`src/rtl/ballast_pkg.sv`:
```
// Contract
// wait for power good before any action
// controller oscillates fast ~2 ms meanwhile; GEN_CYC is never used, both PWMs run freely from reset
// open-load alarm drives supply-cut high
// sequence: supply, load, preheat, ignition, regulate
// timer PWM and stepped soft PWM
// power good, lamp missing, no ignition in
// soft PWM, PFC off, timer PWM, shutdown out
// lamp-missing handled as interrupt event
// soft PWM step costs four clocks
// restrike limit is any configured value
// preheat duty held, then ignition sweep
// shutdown high stops controller until restart
// restart high forces new preheat; there is no restart input, only i_srst restarts from ST_WAIT_PG
// count restrikes, beyond limit shut down
// PFC on at ignition, off on fault
package ballast_pkg;
  localparam int CLK_MHZ = 125;
  localparam logic [7:0] DUTY_PRE = 8'hBE;
  localparam logic [7:0] DEF_SW_DUTY = 8'hBC;
  localparam logic [7:0] DUTY_IGN_END = 8'hD3;
  // timing in microseconds
  localparam int T_GEN_US = 2112;
  localparam int T_PRE_US = 1032000;
  localparam int T_IGN_STEP_US = 2344;
  localparam int T_LOAD_US = 1000;
  localparam int CYC_GEN = T_GEN_US * CLK_MHZ;
  localparam int CYC_PRE = T_PRE_US * CLK_MHZ;
  localparam int CYC_IGN_STEP = T_IGN_STEP_US * CLK_MHZ;
  localparam int CYC_LOAD = T_LOAD_US * CLK_MHZ;
  localparam logic [7:0] DEF_RESTRIKES = 8'h02;
  localparam int SOFT_STEP_CYC = 4;
  // apb register offsets
  localparam logic [7:0] A_CTRL = 8'h00;
  localparam logic [7:0] A_DIM = 8'h04;
  localparam logic [7:0] A_STATUS = 8'h08;
  localparam logic [7:0] A_IRQ = 8'h0C;
  localparam logic [7:0] A_MASK = 8'h10;
  localparam logic [7:0] A_STATE = 8'h14;
  localparam int IRQ_W = 3;
  localparam int IRQ_LAMP = 0;
  localparam int IRQ_NOIGN = 1;
  localparam int IRQ_FAULT = 2;
  typedef enum logic [2:0] {
    ST_WAIT_PG, ST_LOAD_CHK, ST_PREHEAT, ST_IGNITE, ST_RUN, ST_FAULT
  } seq_t;
endpackage : ballast_pkg

```
`src/rtl/pwm_if.sv`:
```
`timescale 1ns/1ns
interface pwm_if;
  logic [7:0] duty;
  logic out;
  modport gen(input duty, output out);
  modport ctl(output duty, input out);
endinterface : pwm_if

```
`src/rtl/pwm_gen.sv`:
```
`timescale 1ns/1ns
module pwm_gen #(
  parameter int STEP = 1
) (
  input wire logic i_mclk,
  input wire logic i_srst,
  input wire logic i_ce,
  pwm_if.gen p
);
  logic [7:0] cnt;
  logic [3:0] pre;
  logic tick;
  assign tick = (pre == 4'(STEP - 1));
  // prescale: soft pwm advances once per step time
  always_ff @(posedge i_mclk) begin
    if (i_srst) begin
      pre <= 4'h0;
    end else if (i_ce) begin
      pre <= tick ? 4'h0 : pre + 4'h1;
    end
  end
  // counter and compare
  always_ff @(posedge i_mclk) begin
    if (i_srst) begin
      cnt <= 8'h00;
      p.out <= 1'b0;
    end else if (i_ce && tick) begin
      cnt <= cnt + 8'h01;
      p.out <= (cnt < p.duty);
    end
  end
endmodule : pwm_gen

```
`src/rtl/ballast_supervisor.sv`:
```
`timescale 1ns/1ns
module ballast_supervisor #(
  parameter int PRE_CYC = ballast_pkg::CYC_PRE,
  parameter int GEN_CYC = ballast_pkg::CYC_GEN,
  parameter int IGN_CYC = ballast_pkg::CYC_IGN_STEP,
  parameter int LOAD_CYC = ballast_pkg::CYC_LOAD
) (
  input wire logic i_mclk,
  input wire logic i_srst,
  input wire logic i_ce,
  input wire logic i_psel,
  input wire logic i_penable,
  input wire logic i_pwrite,
  input wire logic [7:0] i_paddr,
  input wire logic [31:0] i_pwdata,
  output logic [31:0] o_prdata,
  output logic o_pready,
  output logic o_pslverr,
  input wire logic i_power_good_input,
  input wire logic i_lamp_missing_input,
  input wire logic i_no_ignition_input,
  output logic o_soft_pwm_output,
  output logic o_timer_pwm_output,
  output logic o_pfc_off_output,
  output logic o_driver_shutdown_output,
  output logic o_supply_cut,
  output logic o_irq
);
  ballast_pkg::seq_t state;
  logic [2:0] pg_s, lm_s, ni_s;
  logic pg, lm, ni, lm_d, ni_d;
  logic [31:0] tmr;
  logic [7:0] restrike_lim, tries, dim, hw_duty;
  logic [5:0] ign_step;
  logic enable;
  logic [ballast_pkg::IRQ_W-1:0] irq_st, irq_mask, ev;
  logic acc, rd_irq;
  logic to_fault, cut_req;
  pwm_if hw();
  pwm_if sw();

  //////////////////////////////////////////////////////////////////////////
  // pin synchronisers: change counts when stages 2 and 3 agree
  // ballast side inputs
  always_ff @(posedge i_mclk) begin
    if (i_srst) begin
      pg_s <= 3'h0;
      lm_s <= 3'h0;
      ni_s <= 3'h0;
      pg <= 1'b0;
      lm <= 1'b0;
      ni <= 1'b0;
    end else if (i_ce) begin
      pg_s <= {pg_s[1:0], i_power_good_input};
      lm_s <= {lm_s[1:0], i_lamp_missing_input};
      ni_s <= {ni_s[1:0], i_no_ignition_input};
      if (pg_s[1] == pg_s[2]) pg <= pg_s[2];
      if (lm_s[1] == lm_s[2]) lm <= lm_s[2];
      if (ni_s[1] == ni_s[2]) ni <= ni_s[2];
    end
  end

  // edge memories for event detection
  always_ff @(posedge i_mclk) begin
    if (i_srst) begin
      lm_d <= 1'b0;
      ni_d <= 1'b0;
    end else if (i_ce) begin
      lm_d <= lm;
      ni_d <= ni;
    end
  end

  //////////////////////////////////////////////////////////////////////////
  // pwm generators
  // timer pwm and software-style pwm
  assign hw.duty = hw_duty;
  assign sw.duty = dim;
  pwm_gen #(.STEP(1)) u_hw (
    .i_mclk(i_mclk),
    .i_srst(i_srst),
    .i_ce(i_ce),
    .p(hw)
  );
  // four clocks per soft step
  pwm_gen #(.STEP(ballast_pkg::SOFT_STEP_CYC)) u_sw (
    .i_mclk(i_mclk),
    .i_srst(i_srst),
    .i_ce(i_ce),
    .p(sw)
  );

  //////////////////////////////////////////////////////////////////////////
  // sequencer
  // lamp-missing reacts as an event, in any state but ST_WAIT_PG and ST_FAULT
  assign ev[ballast_pkg::IRQ_LAMP] = lm && !lm_d;
  assign ev[ballast_pkg::IRQ_NOIGN] = ni && !ni_d;
  assign ev[ballast_pkg::IRQ_FAULT] = to_fault;
  assign to_fault = (state != ballast_pkg::ST_FAULT) &&
    (state != ballast_pkg::ST_WAIT_PG) &&
    (ev[ballast_pkg::IRQ_LAMP] ||
     (state == ballast_pkg::ST_LOAD_CHK && lm) ||
     (state == ballast_pkg::ST_IGNITE && ni && tries >= restrike_lim));
  // no supply cut before power good: no cut or fault while waiting, only irq_st records events
  assign cut_req = (state != ballast_pkg::ST_WAIT_PG) &&
    (ev[ballast_pkg::IRQ_LAMP] ||
     (state == ballast_pkg::ST_LOAD_CHK && lm));

  // fixed order of phases
  always_ff @(posedge i_mclk) begin
    if (i_srst) begin
      state <= ballast_pkg::ST_WAIT_PG;
      tmr <= 32'h0;
      tries <= 8'h00;
      ign_step <= 6'h00;
      hw_duty <= ballast_pkg::DUTY_PRE;
    end else if (i_ce) begin
      tmr <= tmr + 32'h1;
      unique case (state)
        // idle until power good; R2 covers this wait
        ballast_pkg::ST_WAIT_PG: begin
          tmr <= 32'h0;
          if (pg && enable) state <= ballast_pkg::ST_LOAD_CHK;
        end
        ballast_pkg::ST_LOAD_CHK: begin
          if (lm) begin
            state <= ballast_pkg::ST_FAULT;
          end else if (tmr >= 32'(LOAD_CYC - 1)) begin
            state <= ballast_pkg::ST_PREHEAT;
            tmr <= 32'h0;
          end
        end
        // hold preheat duty for programmed time
        ballast_pkg::ST_PREHEAT: begin
          hw_duty <= ballast_pkg::DUTY_PRE;
          if (ev[ballast_pkg::IRQ_LAMP]) begin
            state <= ballast_pkg::ST_FAULT;
          end else if (tmr >= 32'(PRE_CYC - 1)) begin
            state <= ballast_pkg::ST_IGNITE;
            tmr <= 32'h0;
            ign_step <= 6'h00;
          end
        end
        // ignition sweep toward working duty
        ballast_pkg::ST_IGNITE: begin
          if (to_fault) begin
            state <= ballast_pkg::ST_FAULT;
          end else if (ni) begin
            // count restrike and preheat again
            tries <= tries + 8'h01;
            state <= ballast_pkg::ST_PREHEAT;
            tmr <= 32'h0;
          end else if (tmr >= 32'(IGN_CYC - 1)) begin
            tmr <= 32'h0;
            if (hw_duty < ballast_pkg::DUTY_IGN_END) begin
              hw_duty <= hw_duty + 8'h01;
              ign_step <= ign_step + 6'h01;
            end else begin
              state <= ballast_pkg::ST_RUN;
            end
          end
        end
        ballast_pkg::ST_RUN: begin
          if (to_fault) state <= ballast_pkg::ST_FAULT;
        end
        ballast_pkg::ST_FAULT: begin
          tmr <= 32'h0;
        end
      endcase
    end
  end

  //////////////////////////////////////////////////////////////////////////
  // ballast-side outputs, all registered
  // four ballast outputs
  always_ff @(posedge i_mclk) begin
    if (i_srst) begin
      o_soft_pwm_output <= 1'b0;
      o_timer_pwm_output <= 1'b0;
    end else if (i_ce) begin
      o_soft_pwm_output <= sw.out;
      o_timer_pwm_output <= hw.out;
    end
  end

  // pfc off at fault; o_pfc_off_output is low from reset on, not only from ignition
  always_ff @(posedge i_mclk) begin
    if (i_srst) begin
      o_pfc_off_output <= 1'b0;
      o_driver_shutdown_output <= 1'b0;
    end else if (i_ce) begin
      if (to_fault) begin
        o_pfc_off_output <= 1'b1;
        o_driver_shutdown_output <= 1'b1; // holds controller off
      end else if (state == ballast_pkg::ST_IGNITE) begin
        o_pfc_off_output <= 1'b0;
      end
    end
  end

  // supply cut on open load or exhausted restrikes
  always_ff @(posedge i_mclk) begin
    if (i_srst) begin
      o_supply_cut <= 1'b0;
    end else if (i_ce && (cut_req || to_fault)) begin
      o_supply_cut <= 1'b1;
    end
  end

  //////////////////////////////////////////////////////////////////////////
  // apb slave, one wait-free access phase
  assign acc = i_psel && i_penable;
  assign rd_irq = acc && !i_pwrite && (i_paddr == ballast_pkg::A_IRQ);

  // control and dim registers
  // restrike limit is software set
  always_ff @(posedge i_mclk) begin
    if (i_srst) begin
      enable <= 1'b1;
      restrike_lim <= ballast_pkg::DEF_RESTRIKES;
      dim <= ballast_pkg::DEF_SW_DUTY;
      irq_mask <= '0;
    end else if (i_ce && acc && i_pwrite && state == ballast_pkg::ST_WAIT_PG
                 && i_paddr == ballast_pkg::A_CTRL) begin
      enable <= i_pwdata[0];
      restrike_lim <= i_pwdata[15:8];
    end else if (i_ce && acc && i_pwrite) begin
      if (i_paddr == ballast_pkg::A_DIM) dim <= i_pwdata[7:0];
      if (i_paddr == ballast_pkg::A_MASK)
        irq_mask <= i_pwdata[ballast_pkg::IRQ_W-1:0];
    end
  end

  // sticky events: a read clears only the bits it reported, set wins
  always_ff @(posedge i_mclk) begin
    if (i_srst) begin
      irq_st <= '0;
    end else if (i_ce) begin
      irq_st <= (rd_irq ? (irq_st & ~o_prdata[ballast_pkg::IRQ_W-1:0])
                        : irq_st) | ev;
    end
  end

  always_ff @(posedge i_mclk) begin
    if (i_srst) begin
      o_irq <= 1'b0;
    end else if (i_ce) begin
      o_irq <= |(irq_st & irq_mask);
    end
  end

  // read mux and ready
  always_ff @(posedge i_mclk) begin
    if (i_srst) begin
      o_prdata <= 32'h0;
      o_pready <= 1'b0;
      o_pslverr <= 1'b0;
    end else if (i_ce) begin
      o_pready <= i_psel && !i_penable;
      o_pslverr <= 1'b0;
      o_prdata <= 32'h0;
      if (i_psel && !i_penable) begin
        unique case (i_paddr)
          ballast_pkg::A_CTRL: o_prdata <= {16'h0, restrike_lim, 7'h0, enable};
          ballast_pkg::A_DIM: o_prdata <= {24'h0, dim};
          ballast_pkg::A_STATUS:
            o_prdata <= {16'h0, tries, 1'b0, ni, lm, pg, 1'b0, 3'(state)};
          ballast_pkg::A_IRQ: o_prdata <= {29'h0, irq_st};
          ballast_pkg::A_MASK: o_prdata <= {29'h0, irq_mask};
          ballast_pkg::A_STATE: o_prdata <= {18'h0, ign_step, hw_duty};
          default: o_pslverr <= 1'b1;
        endcase
      end
    end
  end

  //////////////////////////////////////////////////////////////////////////
  // assertions
  property p_wait_quiet;
    @(posedge i_mclk) disable iff (i_srst)
    (state == ballast_pkg::ST_WAIT_PG) |-> !o_driver_shutdown_output;
  endproperty
  a_wait_quiet: assert property (p_wait_quiet)
    else $error("shutdown before power good");
  property p_cut;
    @(posedge i_mclk) disable iff (i_srst)
    (i_ce && cut_req) |=> o_supply_cut;
  endproperty
  a_cut: assert property (p_cut)
    else $error("supply cut missing");
  property p_order;
    @(posedge i_mclk) disable iff (i_srst)
    (state == ballast_pkg::ST_RUN) |-> $past(state) inside
      {ballast_pkg::ST_RUN, ballast_pkg::ST_IGNITE};
  endproperty
  a_order: assert property (p_order)
    else $error("run entered out of order");
  property p_fault_out;
    @(posedge i_mclk) disable iff (i_srst)
    (i_ce && to_fault) |=> o_pfc_off_output && o_driver_shutdown_output;
  endproperty
  a_fault_out: assert property (p_fault_out)
    else $error("fault outputs not set");
  property p_restrike;
    @(posedge i_mclk) disable iff (i_srst)
    (i_ce && state == ballast_pkg::ST_IGNITE && ni && tries < restrike_lim)
      |=> state == ballast_pkg::ST_PREHEAT;
  endproperty
  a_restrike: assert property (p_restrike)
    else $error("restrike not taken");
  property p_irq;
    @(posedge i_mclk) disable iff (i_srst)
    (i_ce && ev[ballast_pkg::IRQ_LAMP]) |=> irq_st[ballast_pkg::IRQ_LAMP];
  endproperty
  a_irq: assert property (p_irq)
    else $error("lamp event lost");
  property p_pre_duty;
    @(posedge i_mclk) disable iff (i_srst)
    (state == ballast_pkg::ST_PREHEAT) ##1 (state == ballast_pkg::ST_PREHEAT)
      |-> hw_duty == ballast_pkg::DUTY_PRE;
  endproperty
  a_pre_duty: assert property (p_pre_duty)
    else $error("preheat duty wrong");
  property p_ign_pfc;
    @(posedge i_mclk) disable iff (i_srst)
    (i_ce && state == ballast_pkg::ST_IGNITE && !to_fault)
      |=> !o_pfc_off_output;
  endproperty
  a_ign_pfc: assert property (p_ign_pfc)
    else $error("pfc off during ignition");
  c_run: cover property (@(posedge i_mclk) state == ballast_pkg::ST_RUN);
  c_fault: cover property (@(posedge i_mclk) o_supply_cut);
  c_retry: cover property (@(posedge i_mclk) tries != 8'h00);
endmodule : ballast_supervisor

```
`config.mk`:
```
export PLATFORM = sky130hd
export DESIGN_NAME = ballast_supervisor
export DESIGN_NICKNAME = d
export VERILOG_FILES = /design/src/rtl/ballast_pkg.sv /design/src/rtl/pwm_if.sv /design/src/rtl/pwm_gen.sv /design/src/rtl/ballast_supervisor.sv
export SDC_FILE = /design/constraint.sdc
export NUM_CORES = 1
export LEC_CHECK = 0
export BUFFER_PORTS_ARGS = -buffer_cell sky130_fd_sc_hd__buf_2
export CAP_MARGIN = 20
export CORE_MARGIN = 4
export CORE_UTILIZATION = 55
export DETAILED_ROUTE_END_ITERATION = 10
export PLACE_DENSITY = 0.8
export SETUP_SLACK_MARGIN = 0.05
export SLEW_MARGIN = 20
export SYNTH_ARGS = -nofsm -noshare
export SYNTH_HDL_FRONTEND = slang
export SYNTH_SLANG_ARGS = --single-unit
export TNS_END_PERCENT = 10
```
`constraint.sdc`:
```
create_clock -name i_mclk -period 3.5 [get_ports i_mclk]
set_input_delay 0.175 -clock i_mclk [delete_from_list [all_inputs] [get_ports i_mclk]]
set_output_delay 0.175 -clock i_mclk [all_outputs]
set_load 0.01 [all_outputs]
```
Yosys cells after proc, flatten, opt, wreduce, memory -nomap -nowiden
Cells that the tools add are included.
Operators by class
  $add $sub $neg: 8
  $lt $le $gt $ge: 7
  equal/unequal tests: 27
  multiplexer cells: 40
  bitwise logic cells: 6
  reduce and logical (&&, ||, !) cells: 48
Operator list (count)
  32-bit 2-to-1 mux: 7
  32-bit case mux with 4 select lines: 1
  16-bit case mux with 6 select lines: 1
  6-bit 2-to-1 mux: 6
  3-bit 2-to-1 mux: 11
  32-bit by 1-bit adder with 32-bit output (second input constant): 1
  8-bit by 1-bit adder with 8-bit output (second input constant): 4
  32-bit by 17-bit >= comparator with 1-bit output (second input constant): 1
  32-bit by 19-bit >= comparator with 1-bit output (second input constant): 1
  32-bit by 27-bit >= comparator with 1-bit output (second input constant): 1
  8-bit 2-to-1 mux: 4
  1-bit logical AND: 20
  8-bit by 4-bit equality test with 1-bit output (second input constant): 2
  8-bit by 5-bit equality test with 1-bit output (second input constant): 2
  8-bit less-than comparator: 2
  16-bit 2-to-1 mux: 1
  2-bit != test (second input constant): 8
  8-bit case mux with 2 select lines: 1
  8-bit AND reduction: 2
  3-bit case mux with 5 select lines: 1
  6-bit case mux with 2 select lines: 1
  2-bit AND reduction: 5
  4-bit by 1-bit adder with 4-bit output (second input constant): 2
  8-bit by 3-bit equality test with 1-bit output (second input constant): 1
  31 further kinds: 50
Storage, ports and cells
  register bits: 160
  bits of input ports: 49
  output and inout port bits: 40
  logic and storage cells: 169

Longest topological paths before layout
Gate-level depths: netlist of the first run.
  word-level depth: 7
  depth in mapped cells: 11
  mapped depth without buffers: 9

Cells and area by module
A second synthesis of the first run with hierarchy kept.
Second synthesis, totals
  cell total of the unflattened synthesis: 901
  area total of the unflattened synthesis: 7529.7 um^2
Modules (own cells, without submodules)
  ballast_supervisor: instances 1, cells each 735, area an instance 6042.0 um^2, seq. area each 2362.3 um^2
  pwm_gen (u_hw): instances 1, cells each 84, area an instance 763.2 um^2, seq. area each 260.2 um^2
  pwm_gen (u_sw): instances 1, cells each 82, area an instance 724.4 um^2, seq. area each 260.2 um^2

Worst setup path after synthesis of the first run
OpenSTA, ideal clock, no wires.
  path type: register to register
  from: register tries[0]
  to: register hw_duty[2], in the netlist hw.duty[2]
  library setup time: 129 ps
  data arrival time: 2335 ps
  data required time: 3371 ps
  path slack: 1036 ps
  stages on the path, launching flop included: 12
  buffers on the path: 2
  clock period less this slack: 2464 ps
  cell sequence: dfxtp_1 inv_1 ha_1 nand2b_1 a211oi_1 o21bai_1 a21oi_1 and3_1 buf_2 buf_4 a21oi_1 nand3b_1
Between the ends
  longest elaborated chain between the ends: 6
Ends and longest elaborated chain
  from (decl): RTL line ballast_supervisor.sv:33  | logic [7:0] restrike_lim, tries, dim, hw_duty;
  from (signal assigned): RTL line ballast_supervisor.sv:150  | tries <= tries + 8'h01;
  8-bit >= comparator: RTL line ballast_supervisor.sv:103  | (state == ballast_pkg::ST_IGNITE && ni && tries >= restrike_lim));
  1-bit logical AND: RTL line ballast_supervisor.sv:103
  1-bit logical OR: RTL line ballast_supervisor.sv:102  | (state == ballast_pkg::ST_LOAD_CHK && lm) ||
  1-bit logical AND: RTL line ballast_supervisor.sv:100  | (state != ballast_pkg::ST_WAIT_PG) &&
  2-bit != test (no source line)
  6-bit AND reduction (no source line)
  to (signal assigned): RTL line ballast_supervisor.sv:116  | hw_duty <= ballast_pkg::DUTY_PRE;
  to (signal assigned): RTL line ballast_supervisor.sv:135  | hw_duty <= ballast_pkg::DUTY_PRE;
  to (signal assigned): RTL line ballast_supervisor.sv:156  | hw_duty <= hw_duty + 8'h01;
  to (decl): RTL line ballast_supervisor.sv:33
No other way between the ends.
A chain may end at the register's enable or synchronous reset.

Worst setup path in the final report of the first run
  from: register restrike_lim[7]
  to: register tmr[9]
Between the ends
  longest elaborated chain between the ends: 6
Ends and longest elaborated chain
  from (decl): RTL line ballast_supervisor.sv:33
  from (signal assigned): RTL line ballast_supervisor.sv:220  | restrike_lim <= ballast_pkg::DEF_RESTRIKES;
  from (signal assigned): RTL line ballast_supervisor.sv:226  | restrike_lim <= i_pwdata[15:8];
  8-bit >= comparator: RTL line ballast_supervisor.sv:103
  1-bit logical AND: RTL line ballast_supervisor.sv:103
  1-bit logical OR: RTL line ballast_supervisor.sv:102
  1-bit logical AND: RTL line ballast_supervisor.sv:100
  32-bit 2-to-1 mux: RTL line ballast_supervisor.sv:146  | if (to_fault) begin
  32-bit case mux with 4 select lines: RTL line ballast_supervisor.sv:119  | unique case (state)
  to (signal assigned): RTL line ballast_supervisor.sv:118  | tmr <= tmr + 32'h1;
  to (decl): RTL line ballast_supervisor.sv:32  | logic [31:0] tmr;
No other way between the ends.

==> flow_summary.rst, run 1 <==
.. list-table::
   :header-rows: 1

   * - Metric
     - Value
   * - Initial DRC Count
     - 633
   * - PnR worst setup slack
     - 0.6048 ns
   * - Worst EP arrival
     - 3.16 ns
   * - Number of setup violations in the final report
     - 0
   * - Cells traversed along the worst timing path
     - inv_1 > ha_1 > a21oi_1 > o21ai_0 > and3_1 > a21oi_1 > buf_4 > nand4b_4 > o21ai_4 > nor2_1
   * - Post-synth EDFFs
     - 0
   * - Maximum Capacitance Violations
     - 0
   * - Area added between synthesis and finish
     - 14.59%
   * - FMAX
     - 0.3454 GHz
   * - # IOs
     - 89
   * - XOR/XNOR share of the synthesized area
     - 6.514%
   * - Clock slew at reported path FFs
     - 0.06 ns
   * - Share of post-route cells with drive strength above 1
     - 13.53%
   * - CTS-repair resized insts
     - 0
   * - Total wire length
     - 17460 um
   * - Number of buffers on the longest clock path
     - 2
   * - Core area
     - 13350 sq um
   * - Nets@finish
     - 1029
   * - Final antenna-violating net count
     - 0
   * - Number of diodes
     - 0
   * - Post-CTS setup buffers
     - 0
   * - Utilization after layout
     - 64.64%
   * - Number of buffer and inverter stages on the critical path
     - 2
   * - Most common cell type on the critical path
     - sky130_fd_sc_hd__a21oi_1
   * - VDD IR-drop max
     - 0.4624 mV
   * - Rel. slew slack
     - 40.53%
   * - Largest driver fanout on the critical path
     - 30
   * - Mean Syn Cell Area
     - 8.432 sq um
   * - Share of flip-flops with an asynchronous set or reset after synthesis
     - 0%
   * - Synth Instances
     - 893
   * - CTS tree
     - yes
   * - Cell count after placement
     - 1093
   * - H-tree lvl count
     - 4
   * - Crit path max-delay family
     - compound AO/OA/AOI/OAI gates
   * - Final hold violation count
     - 0
   * - Primary FF master, synth
     - sky130_fd_sc_hd__dfxtp_1
   * - All-layer global routing usage
     - 22.22%
   * - Cell variety after synth
     - 73
   * - Final HPWL from detailed placement
     - 11820 um
   * - Post-route clock period utilization
     - 82.72%
   * - Final worst path period need
     - 2.895 ns
   * - Routed via count
     - 6479
   * - Leakage power figure
     - 3.594 nW
   * - Cell with the largest stage delay on the worst path
     - sky130_fd_sc_hd__o21ai_4
   * - Aggregate negative setup slack
     - 0 ns
   * - Worst setup skew after layout
     - 0.005010 ns
   * - Slew at the pin closest to its max-slew limit
     - 0.8887 ns
   * - Number of antenna violations at the first check in global routing
     - 0
   * - Overflow left after global routing
     - 0
   * - Simple-gate portion of the synthesized area
     - 24.04%
   * - Synth Warn #
     - 0
   * - Mux contribution to synthesized area
     - 5.085%
   * - Count of placed standard cells in the final layout, fillers left out
     - 1137
   * - Synth Area in Adders
     - 5.151%
   * - Total Power
     - 3.982 mW
   * - Avg Vias per Cell
     - 5.698
   * - Sink count of the clock tree
     - 144
   * - Die span in x
     - 125.0 um
   * - Final routed DRC violation total
     - 0
   * - Synthesized cell area
     - 7530 sq um
   * - Element type at the critical path start
     - register
   * - Worst Path Required
     - 3.77 ns
   * - Count of input and output buffers
     - 56
   * - Pwr dens
     - 461.5 nW/um^2
   * - Floorplan die height
     - 125.0 um
   * - Critical path start-end classification
     - register to register
   * - Largest net degree at the start of global routing
     - 58
   * - Clock root buffer
     - sky130_fd_sc_hd__clkbuf_16
   * - #FFs+latches synth
     - 144
   * - Clk_lat worst skew
     - 0.42 ns
   * - Number of clock buffers inserted by TritonCTS
     - 17
   * - RD Place Congestion
     - 0.8986
   * - First-pass GRT wire length
     - 29240 um
   * - CP endpoint kind
     - register
   * - Main combinational cell family by area after synthesis
     - simple AND/OR/NAND/NOR gates
   * - Path category of the worst min-delay check
     - input pin to register
   * - Post-placement worst setup slack
     - 0.5994 ns
   * - Initial core utilization
     - 56.41%
   * - Average routed wire per standard cell
     - 15.36 um
   * - Cell Rows
     - 42
   * - Setup repair after global routing missed its margin
     - false
   * - Delay contributed by the slowest stage of the critical path
     - 0.72 ns
   * - First-pass iteration count of the detailed router
     - 6
   * - Number of global-route vias before repair
     - 6054
   * - Slew Limit Fails
     - 0
   * - Sequential fraction of the synthesis area
     - 38.29%
   * - Total Die Area
     - 15630 sq um
   * - Outcome
     - complete, no violations
   * - Area fraction in compound gates after synthesis
     - 14.21%
synthesized netlist by cell type (all sizes together) (11+ instances only):
master,n,share of area (%)
xor2,38,4.4
clkbuf,23,1.1
o21ai,27,2.0
nand3,47,3.3
buf,39,3.5
a21o,11,1.1
nand4,25,2.1
a21oi,55,3.7
nand2,55,2.7
mux2i,36,4.8
and3,12,1.0
xnor2,18,2.1
nor2,155,8.1
ha,31,5.2
inv,40,2.0
dfxtp,144,38
nor3,25,1.8
worst paths after layout:
kind	slack, ns	start	endpoint	depth (start not counted)
setup / recovery	0.60	restrike_lim[7]$_SDFFE_PP0P_	tmr[9]$_SDFFE_PP0P_	10
hold / removal	0.02	i_pwdata[7]	dim[7]$_SDFFE_PP1P_	3
setup reg to reg	0.60	restrike_lim[7]$_SDFFE_PP0P_	tmr[9]$_SDFFE_PP0P_	10
hold reg to reg	0.46	pg_s[2]$_SDFFE_PP0P_	pg$_SDFFE_PP0P_	2
report_power, final:
group	leakage [nW]	total [mW]	switching, mW	internal [mW]
Sequential	1.16	1.71	0.0394	1.67
Clock	0.309	1.98	0.701	1.28
Combinational	2.12	0.293	0.179	0.115
cell families (layout without fill, tap and decap cells):
group / after synthesis / count (layout)
and+or+nand+nor: 368 / 368
AOI/OAI and AO/OA: 154 / 154
DFF: 144 / 144
buffers and inverters: 102 / 155
xor gates and xnor gates: 56 / 56
muxes: 37 / 37
adders and majority gates: 31 / 31
other: 1 / 16
registers in the layout, summed over array words and instances (netlist names), 4 cells and up:
| signal | cells |
|---|---|
| tmr | 32 |
| o_prdata | 16 |
| dim | 8 |
| hw.duty | 8 |
| restrike_lim | 8 |
| tries | 8 |
| u_hw.cnt | 8 |
| u_sw.cnt | 8 |
| ign_step | 6 |
| u_hw.pre | 4 |
| u_sw.pre | 4 |
worst min-delay path, cell delays in order:
cell and delay (ns):
sky130_fd_sc_hd__buf_2 0.08, sky130_fd_sc_hd__nand3_1 0.07, sky130_fd_sc_hd__nand3_1 0.08
cell type report:
| class | instances | area [sq um] |
|---|---|---|
| fillers | 1100 | 4720 |
| multi-input cells | 662 | 4202 |
| flip-flops and latches | 144 | 2883 |
| repair buffers | 84 | 525.5 |
| clock buffers | 18 | 439.2 |
| well taps | 176 | 220.2 |
| clock inverters | 13 | 209.0 |
| inverters | 40 | 150.1 |
repair_timing:
item / 4_1_cts / 5_1_grt
setup endpoints to repair: 0 / 0
hold endpoints to repair: 13 / 0
hold buffers: 13 / 0
metal layers:
metal	vias up	track usage [%]	part of all wire, %
met3	20	5.629	6.0
met4	0	6.633	1.2
met2	190	37.11	49
li1	3225	-	-
met5	-	0	0
met1	3044	28.50	44
metrics by stage:
| step | hold WS (ns) | cell area, sq um |
|---|---|---|
| floorplan | 0.3001 | 7586 |
| global placement | 0.4058 | 7850 |
| detailed placement | 0.4113 | 7850 |
| CTS | 0.001980 | 8628 |
| global route | 0.0006441 | 8628 |
| finish | 0.01941 | 8628 |
cells in the final DEF (no fill, tap or decap), types with 6 or more instances in the layout:
cell type,synthesis,final
sky130_fd_sc_hd__clkbuf_16,0,17
sky130_fd_sc_hd__mux2i_1,36,36
sky130_fd_sc_hd__inv_1,40,40
sky130_fd_sc_hd__nor2_2,10,10
sky130_fd_sc_hd__a222oi_1,10,10
sky130_fd_sc_hd__nand4_1,25,25
sky130_fd_sc_hd__ha_1,31,31
sky130_fd_sc_hd__dlygate4sd3_1,0,13
sky130_fd_sc_hd__nor2_1,145,145
sky130_fd_sc_hd__nor3_1,23,23
sky130_fd_sc_hd__o21ai_0,24,24
sky130_fd_sc_hd__buf_4,17,16
sky130_fd_sc_hd__a21oi_1,55,55
sky130_fd_sc_hd__nand3b_1,7,7
sky130_fd_sc_hd__dfxtp_1,144,144
sky130_fd_sc_hd__buf_2,14,55
sky130_fd_sc_hd__nand3_1,45,45
sky130_fd_sc_hd__a211oi_1,9,9
sky130_fd_sc_hd__o31ai_1,6,6
sky130_fd_sc_hd__xnor2_1,18,18
sky130_fd_sc_hd__nand2_1,55,55
sky130_fd_sc_hd__a21o_1,11,11
sky130_fd_sc_hd__and3_1,12,12
sky130_fd_sc_hd__conb_1,1,16
sky130_fd_sc_hd__nor4_1,9,9
sky130_fd_sc_hd__xor2_1,38,38
Note: power is estimated with default switching activity, not from simulation.
==> run 2, diff against run 1 <==
--- a/config.mk
+++ b/config.mk
@@ -5,10 +5,11 @@
 export SDC_FILE = /design/constraint.sdc
 export NUM_CORES = 1
 export LEC_CHECK = 0
+export ABC_AREA = 1
 export BUFFER_PORTS_ARGS = -buffer_cell sky130_fd_sc_hd__buf_2
 export CAP_MARGIN = 20
 export CORE_MARGIN = 4
-export CORE_UTILIZATION = 55
+export CORE_UTILIZATION = 53
 export DETAILED_ROUTE_END_ITERATION = 10
 export PLACE_DENSITY = 0.8
 export SETUP_SLACK_MARGIN = 0.05
==> constraint.sdc (replaced) <==
create_clock -name i_mclk -period 2.4 [get_ports i_mclk]
set_input_delay 0.12 -clock i_mclk [delete_from_list [all_inputs] [get_ports i_mclk]]
set_output_delay 0.12 -clock i_mclk [all_outputs]
set_load 0.01 [all_outputs]
==> run 2 against run 1 <==
Die area grew 7.8%. Sequential cell count stayed put. Synthesized area grew 4.4%. Via count rose by 17%. Combinational power rose to 2.6 times the previous value. Clock power rose by 33%. First-iteration DRC count fell by 22%. Fmax is 34% higher. Critical path depth is 3 higher. Design area up 4.9%. Core utilization down 2.4 points. Largest power group unchanged. Highest routed layer unchanged.
==> flow_summary.rst, run 2 <==
.. list-table::
   :header-rows: 1

   * - Metric
     - Value
   * - Initial DRC Count
     - 491 (was 633)
   * - Final antenna-violating net count
     - 0 (unchanged)
   * - Switching power share of the total
     - 27.52% (was 23.08%)
   * - Share of flip-flops with an asynchronous set or reset after synthesis
     - 0% (unchanged)
   * - Cell count after placement
     - 1373 (was 1093)
   * - Top-count cell post-synth
     - sky130_fd_sc_hd__nand2_1 (was sky130_fd_sc_hd__nor2_1)
   * - Path category of the worst min-delay check
     - input pin to register (unchanged)
   * - Share of the synthesized area in the top cell type
     - 36.66% (was 38.29%)
   * - Number of buffers on the longest clock path
     - 2 (unchanged)
   * - Worst hold margin
     - 0.01748 ns (was 0.01941 ns)
   * - Number of antenna violations at the first check in global routing
     - 0 (unchanged)
   * - First-pass GRT wire length
     - 32060 um (was 29240 um)
   * - Clock slew at reported path FFs
     - 0.06 ns (about the same)
   * - Routed via count
     - 7561 (was 6479)
   * - Cells traversed along the worst timing path
     - ha_1 > nand2_1 > inv_1 > nand3_2 > nor2_1 > nand3_1 > nor2_2 > nand3_2 > nor2_2 > xnor2_1 > nor2_1 > nand2_1 > inv_1 (was inv_1 > ha_1 > a21oi_1 > o21ai_0 > and3_1 > a21oi_1 > buf_4 > nand4b_4 > o21ai_4 > nor2_1)
   * - Most common library cell in the layout ignoring fill and taps
     - sky130_fd_sc_hd__nand2_1 (was sky130_fd_sc_hd__nor2_1)
   * - Aggregate negative setup slack
     - 0 ns (unchanged)
   * - Worst setup skew after layout
     - 0.008176 ns (was 0.005010 ns)
   * - Outcome
     - complete, no violations (unchanged)
   * - Element type at the critical path start
     - register (unchanged)
   * - Critical path start-end classification
     - register to register (unchanged)
   * - Crit Reg-Reg Endpoint
     - tmr[20]$_SDFFE_PP0P_ (was tmr[9]$_SDFFE_PP0P_)
   * - Overflow left after global routing
     - 0 (unchanged)
   * - VDD IR-drop max
     - 0.5959 mV (was 0.4624 mV)
   * - XOR/XNOR share of the synthesized area
     - 3.787% (was 6.514%)
   * - H-tree lvl count
     - 4 (unchanged)
   * - Final worst path period need
     - 2.163 ns (was 2.895 ns)
   * - CP endpoint kind
     - register (unchanged)
   * - Primary FF master, synth
     - sky130_fd_sc_hd__dfxtp_1 (unchanged)
   * - Core area
     - 14530 sq um (was 13350 sq um)
   * - Average routed wire per standard cell
     - 13.85 um (was 15.36 um)
   * - Sequential group share of total power
     - 42.4% (was 42.8%)
   * - Slew Limit Fails
     - 0 (unchanged)
   * - Pint
     - 4.289 mW (was 3.063 mW)
   * - PnR worst setup slack
     - 0.2372 ns (was 0.6048 ns)
   * - Synth Warn #
     - 0 (unchanged)
   * - Utilization after layout
     - 62.27% (was 64.64%)
   * - Clock root buffer
     - sky130_fd_sc_hd__clkbuf_16 (unchanged)
   * - Final HPWL from detailed placement
     - 13940 um (was 11820 um)
   * - First-pass iteration count of the detailed router
     - 5 (was 6)
   * - Total Die Area
     - 16850 sq um (was 15630 sq um)
   * - Registers with the highest flip-flop counts
     - tmr (32), o_prdata (16) (unchanged)
   * - Count of placed standard cells in the final layout, fillers left out
     - 1423 (was 1137)
   * - Area fraction in compound gates after synthesis
     - 14.77% (was 14.21%)
   * - Main combinational cell family by area after synthesis
     - simple AND/OR/NAND/NOR gates (unchanged)
   * - Proportion of power drawn by combinational gates
     - 13.0% (was 7.4%)
   * - Largest net degree at the start of global routing
     - 82 (was 58)
   * - # IOs
     - 89 (unchanged)
   * - Clock power frac
     - 44.6% (was 49.8%)
   * - Setup repair after global routing missed its margin
     - true (was false)
   * - Initial core utilization
     - 54.11% (was 56.41%)
   * - Pwr dens
     - 653.9 nW/um^2 (was 461.5 nW/um^2)
   * - Number of clock buffers inserted by TritonCTS
     - 17 (unchanged)
   * - Number of global-route vias before repair
     - 6953 (was 6054)
   * - Cell variety after synth
     - 48 (was 73)
   * - Post-CTS setup buffers
     - 0 (unchanged)
   * - Worst EP arrival
     - 2.47 ns (was 3.16 ns)
   * - RD Place Congestion
     - 0.9117 (was 0.8986)
   * - Floorplan die height
     - 129.8 um (was 125.0 um)
   * - Total wire length
     - 19720 um (was 17460 um)
   * - Net switching power of the design
     - 1.629 mW (was 0.9192 mW)
   * - Area added between synthesis and finish
     - 15.08% (was 14.59%)
   * - Mean Syn Cell Area
     - 6.814 sq um (was 8.432 sq um)
   * - Cell with the largest stage delay on the worst path
     - sky130_fd_sc_hd__dfxtp_1 (was sky130_fd_sc_hd__o21ai_4)
   * - Number of diodes
     - 0 (unchanged)
   * - Maximum Capacitance Violations
     - 0 (unchanged)
   * - Final hold violation count
     - 0 (unchanged)
   * - Worst Path Required
     - 2.71 ns (was 3.77 ns)
   * - Most common library cells after synthesis
     - 240 x sky130_fd_sc_hd__nand2_1, 150 x sky130_fd_sc_hd__inv_1, 144 x sky130_fd_sc_hd__dfxtp_1 (was 145 x sky130_fd_sc_hd__nor2_1, 144 x sky130_fd_sc_hd__dfxtp_1, 55 x sky130_fd_sc_hd__a21oi_1, 55 x sky130_fd_sc_hd__nand2_1, 45 x sky130_fd_sc_hd__nand3_1)
   * - Post-route clock period utilization
     - 90.12% (was 82.72%)
   * - All-layer global routing usage
     - 23.43% (was 22.22%)
   * - Worst hold path cell count
     - 3 (unchanged)
   * - Reg2reg start
     - tmr[0]$_SDFFE_PP0P_ (was restrike_lim[7]$_SDFFE_PP0P_)
   * - #FFs+latches synth
     - 144 (unchanged)
   * - Sink count of the clock tree
     - 144 (unchanged)
   * - Post-placement worst setup slack
     - 0.2846 ns (was 0.5994 ns)
   * - Post-synth EDFFs
     - 0 (unchanged)
   * - Biggest area consumer among synthesized cells
     - sky130_fd_sc_hd__dfxtp_1 (unchanged)
   * - Clk_lat worst skew
     - 0.42 ns (about the same)
   * - Top library cells by usage in the layout, fill and taps aside
     - 239 x sky130_fd_sc_hd__nand2_1, 150 x sky130_fd_sc_hd__inv_1, 144 x sky130_fd_sc_hd__dfxtp_1, 138 x sky130_fd_sc_hd__nor2_1, 99 x sky130_fd_sc_hd__a21oi_1 (was 145 x sky130_fd_sc_hd__nor2_1, 144 x sky130_fd_sc_hd__dfxtp_1, 55 x sky130_fd_sc_hd__a21oi_1, 55 x sky130_fd_sc_hd__nand2_1, 55 x sky130_fd_sc_hd__buf_2)
   * - Delay contributed by the slowest stage of the critical path
     - 0.36 ns (was 0.72 ns)
   * - Max reg flops
     - 32 (unchanged)
   * - Synth Instances
     - 1154 (was 893)
   * - Simple-gate portion of the synthesized area
     - 28.67% (was 24.04%)
   * - Setup slack, reg-to-reg
     - 0.24 ns (was 0.60 ns)
   * - Mux contribution to synthesized area
     - 0% (was 5.085%)
   * - Cell Rows
     - 44 (was 42)
   * - Die span in x
     - 129.8 um (was 125.0 um)
   * - Rel. slew slack
     - 38.74% (was 40.53%)
   * - Synth Area in Adders
     - 4.932% (was 5.151%)
   * - Capture endpoint of the worst hold path
     - restrike_lim[0]$_SDFFE_PP0P_ (was dim[7]$_SDFFE_PP1P_)
   * - Count of input and output buffers
     - 56 (unchanged)
   * - Startpoint of the tightest hold check path
     - i_pwdata[8] (was i_pwdata[7])
   * - Share of post-route cells with drive strength above 1
     - 10.90% (was 13.53%)
   * - FMAX
     - 0.4624 GHz (was 0.3454 GHz)
   * - Register-to-Register Path Depth
     - 13 (was 10)
   * - Nets@finish
     - 1306 (was 1029)
   * - Largest driver fanout on the critical path
     - 5 (was 30)
   * - Sequential fraction of the synthesis area
     - 36.66% (was 38.29%)
   * - Final routed DRC violation total
     - 0 (unchanged)
   * - Synthesized cell area
     - 7864 sq um (was 7530 sq um)
   * - Avg Vias per Cell
     - 5.313 (was 5.698)
   * - Register containing the most flip-flops in the final layout
     - tmr (unchanged)
   * - Dominant cells by area after synthesis
     - sky130_fd_sc_hd__dfxtp_1 37%, sky130_fd_sc_hd__nand2_1 11%, sky130_fd_sc_hd__inv_1 7.2% (was sky130_fd_sc_hd__dfxtp_1 38%, sky130_fd_sc_hd__nor2_1 7.2%, sky130_fd_sc_hd__ha_1 5.2%)
   * - Number of setup violations in the final report
     - 0 (unchanged)
   * - CTS tree
     - yes (unchanged)
   * - Slew at the pin closest to its max-slew limit
     - 0.9189 ns (was 0.8887 ns)
   * - Leakage power figure
     - 4.069 nW (was 3.594 nW)
-- run 2: changes by cell type in the layout (fill, tap and decap cells not counted), moves of 21 or more --
cell	delta
sky130_fd_sc_hd__o21ai_0	+53
sky130_fd_sc_hd__nand2_1	+184
sky130_fd_sc_hd__a21oi_1	+44
sky130_fd_sc_hd__mux2i_1	-36
sky130_fd_sc_hd__inv_1	+110
sky130_fd_sc_hd__nand3_1	+21
-- run 2: how the worst max path moves through the flow --
stage / end / slack (ns) / start
floorplan: tmr[14]$_SDFFE_PP0P_ / 0.60 / restrike_lim[1]$_SDFFE_PP1P_
CTS: tmr[20]$_SDFFE_PP0P_ / 0.21 / restrike_lim[1]$_SDFFE_PP1P_
global placement: tries[1]$_SDFFE_PP0P_ / 0.32 / restrike_lim[1]$_SDFFE_PP1P_
global route: tmr[22]$_SDFFE_PP0P_ / 0.006 / tmr[0]$_SDFFE_PP0P_
detailed placement: tries[0]$_SDFFE_PP0P_ / 0.28 / tries[0]$_SDFFE_PP0P_
finish: tmr[20]$_SDFFE_PP0P_ / 0.24 / tmr[0]$_SDFFE_PP0P_
-- run 2: layout make-up --
class	instances	area, sq um
fill	1294	5484
multi-input combinational	814	4169
sequential	144	2883
inverter	163	611.8
timing repair buffer	86	566.8
clock buffer	20	456.7
tap	184	230.2
clock inverter	12	132.6
-- run 2: cells by family (layout without fill, tap and decap cells) --
family                     count (synthesis)  count (layout)
and+or+nand+nor                          521             521
adders and majority gates                 31              31
other                                      1              16
buffers and inverters                    211             281
xor gates and xnor gates                  34              34
DFF                                      144             144
AOI/OAI and AO/OA                        212             212
-- run 2: per-stage QoR --
step	total power [mW]	cell area [sq um]
2_1_floorplan	3.098	7920
3_3_place_gp	3.275	8269
3_5_place_dp	3.280	8269
4_1_cts	5.924	9039
5_1_grt	6.147	9050
6_report	5.918	9050
-- run 2: timing repair --
action | in CTS | in global routing
hold endpoints to repair | 19 | 0
gates resized for setup | 0 | 3
setup endpoints to repair | 0 | 21
hold buffers | 18 | 0
-- run 2: routing by layer --
metal | track usage [%] | share of wire, % | wire, um
met2 | 40.19 | 48 | 9559
met5 | 0 | 0 | 0
met1 | 29.59 | 44 | 8580
met4 | 8.496 | 1.7 | 330
met3 | 4.175 | 6.3 | 1244
-- run 2: power groups by stage --
stage	clock (mW)	combinational, mW	sequential, mW
2_1_floorplan	0	0.550	2.55
3_3_place_gp	0	0.716	2.56
3_5_place_dp	0	0.719	2.56
4_1_cts	2.67	0.745	2.51
5_1_grt	2.78	0.853	2.52
6_report	2.64	0.769	2.51
-- run 2: critical path, delay by kind of cell, from the launching register on --
family                     cells  cell delay, ns
buffers and inverters          2            0.15
xor gates and xnor gates       1            0.12
and+or+nand+nor                9            1.21
adders and majority gates      1            0.19
DFF                            1            0.36
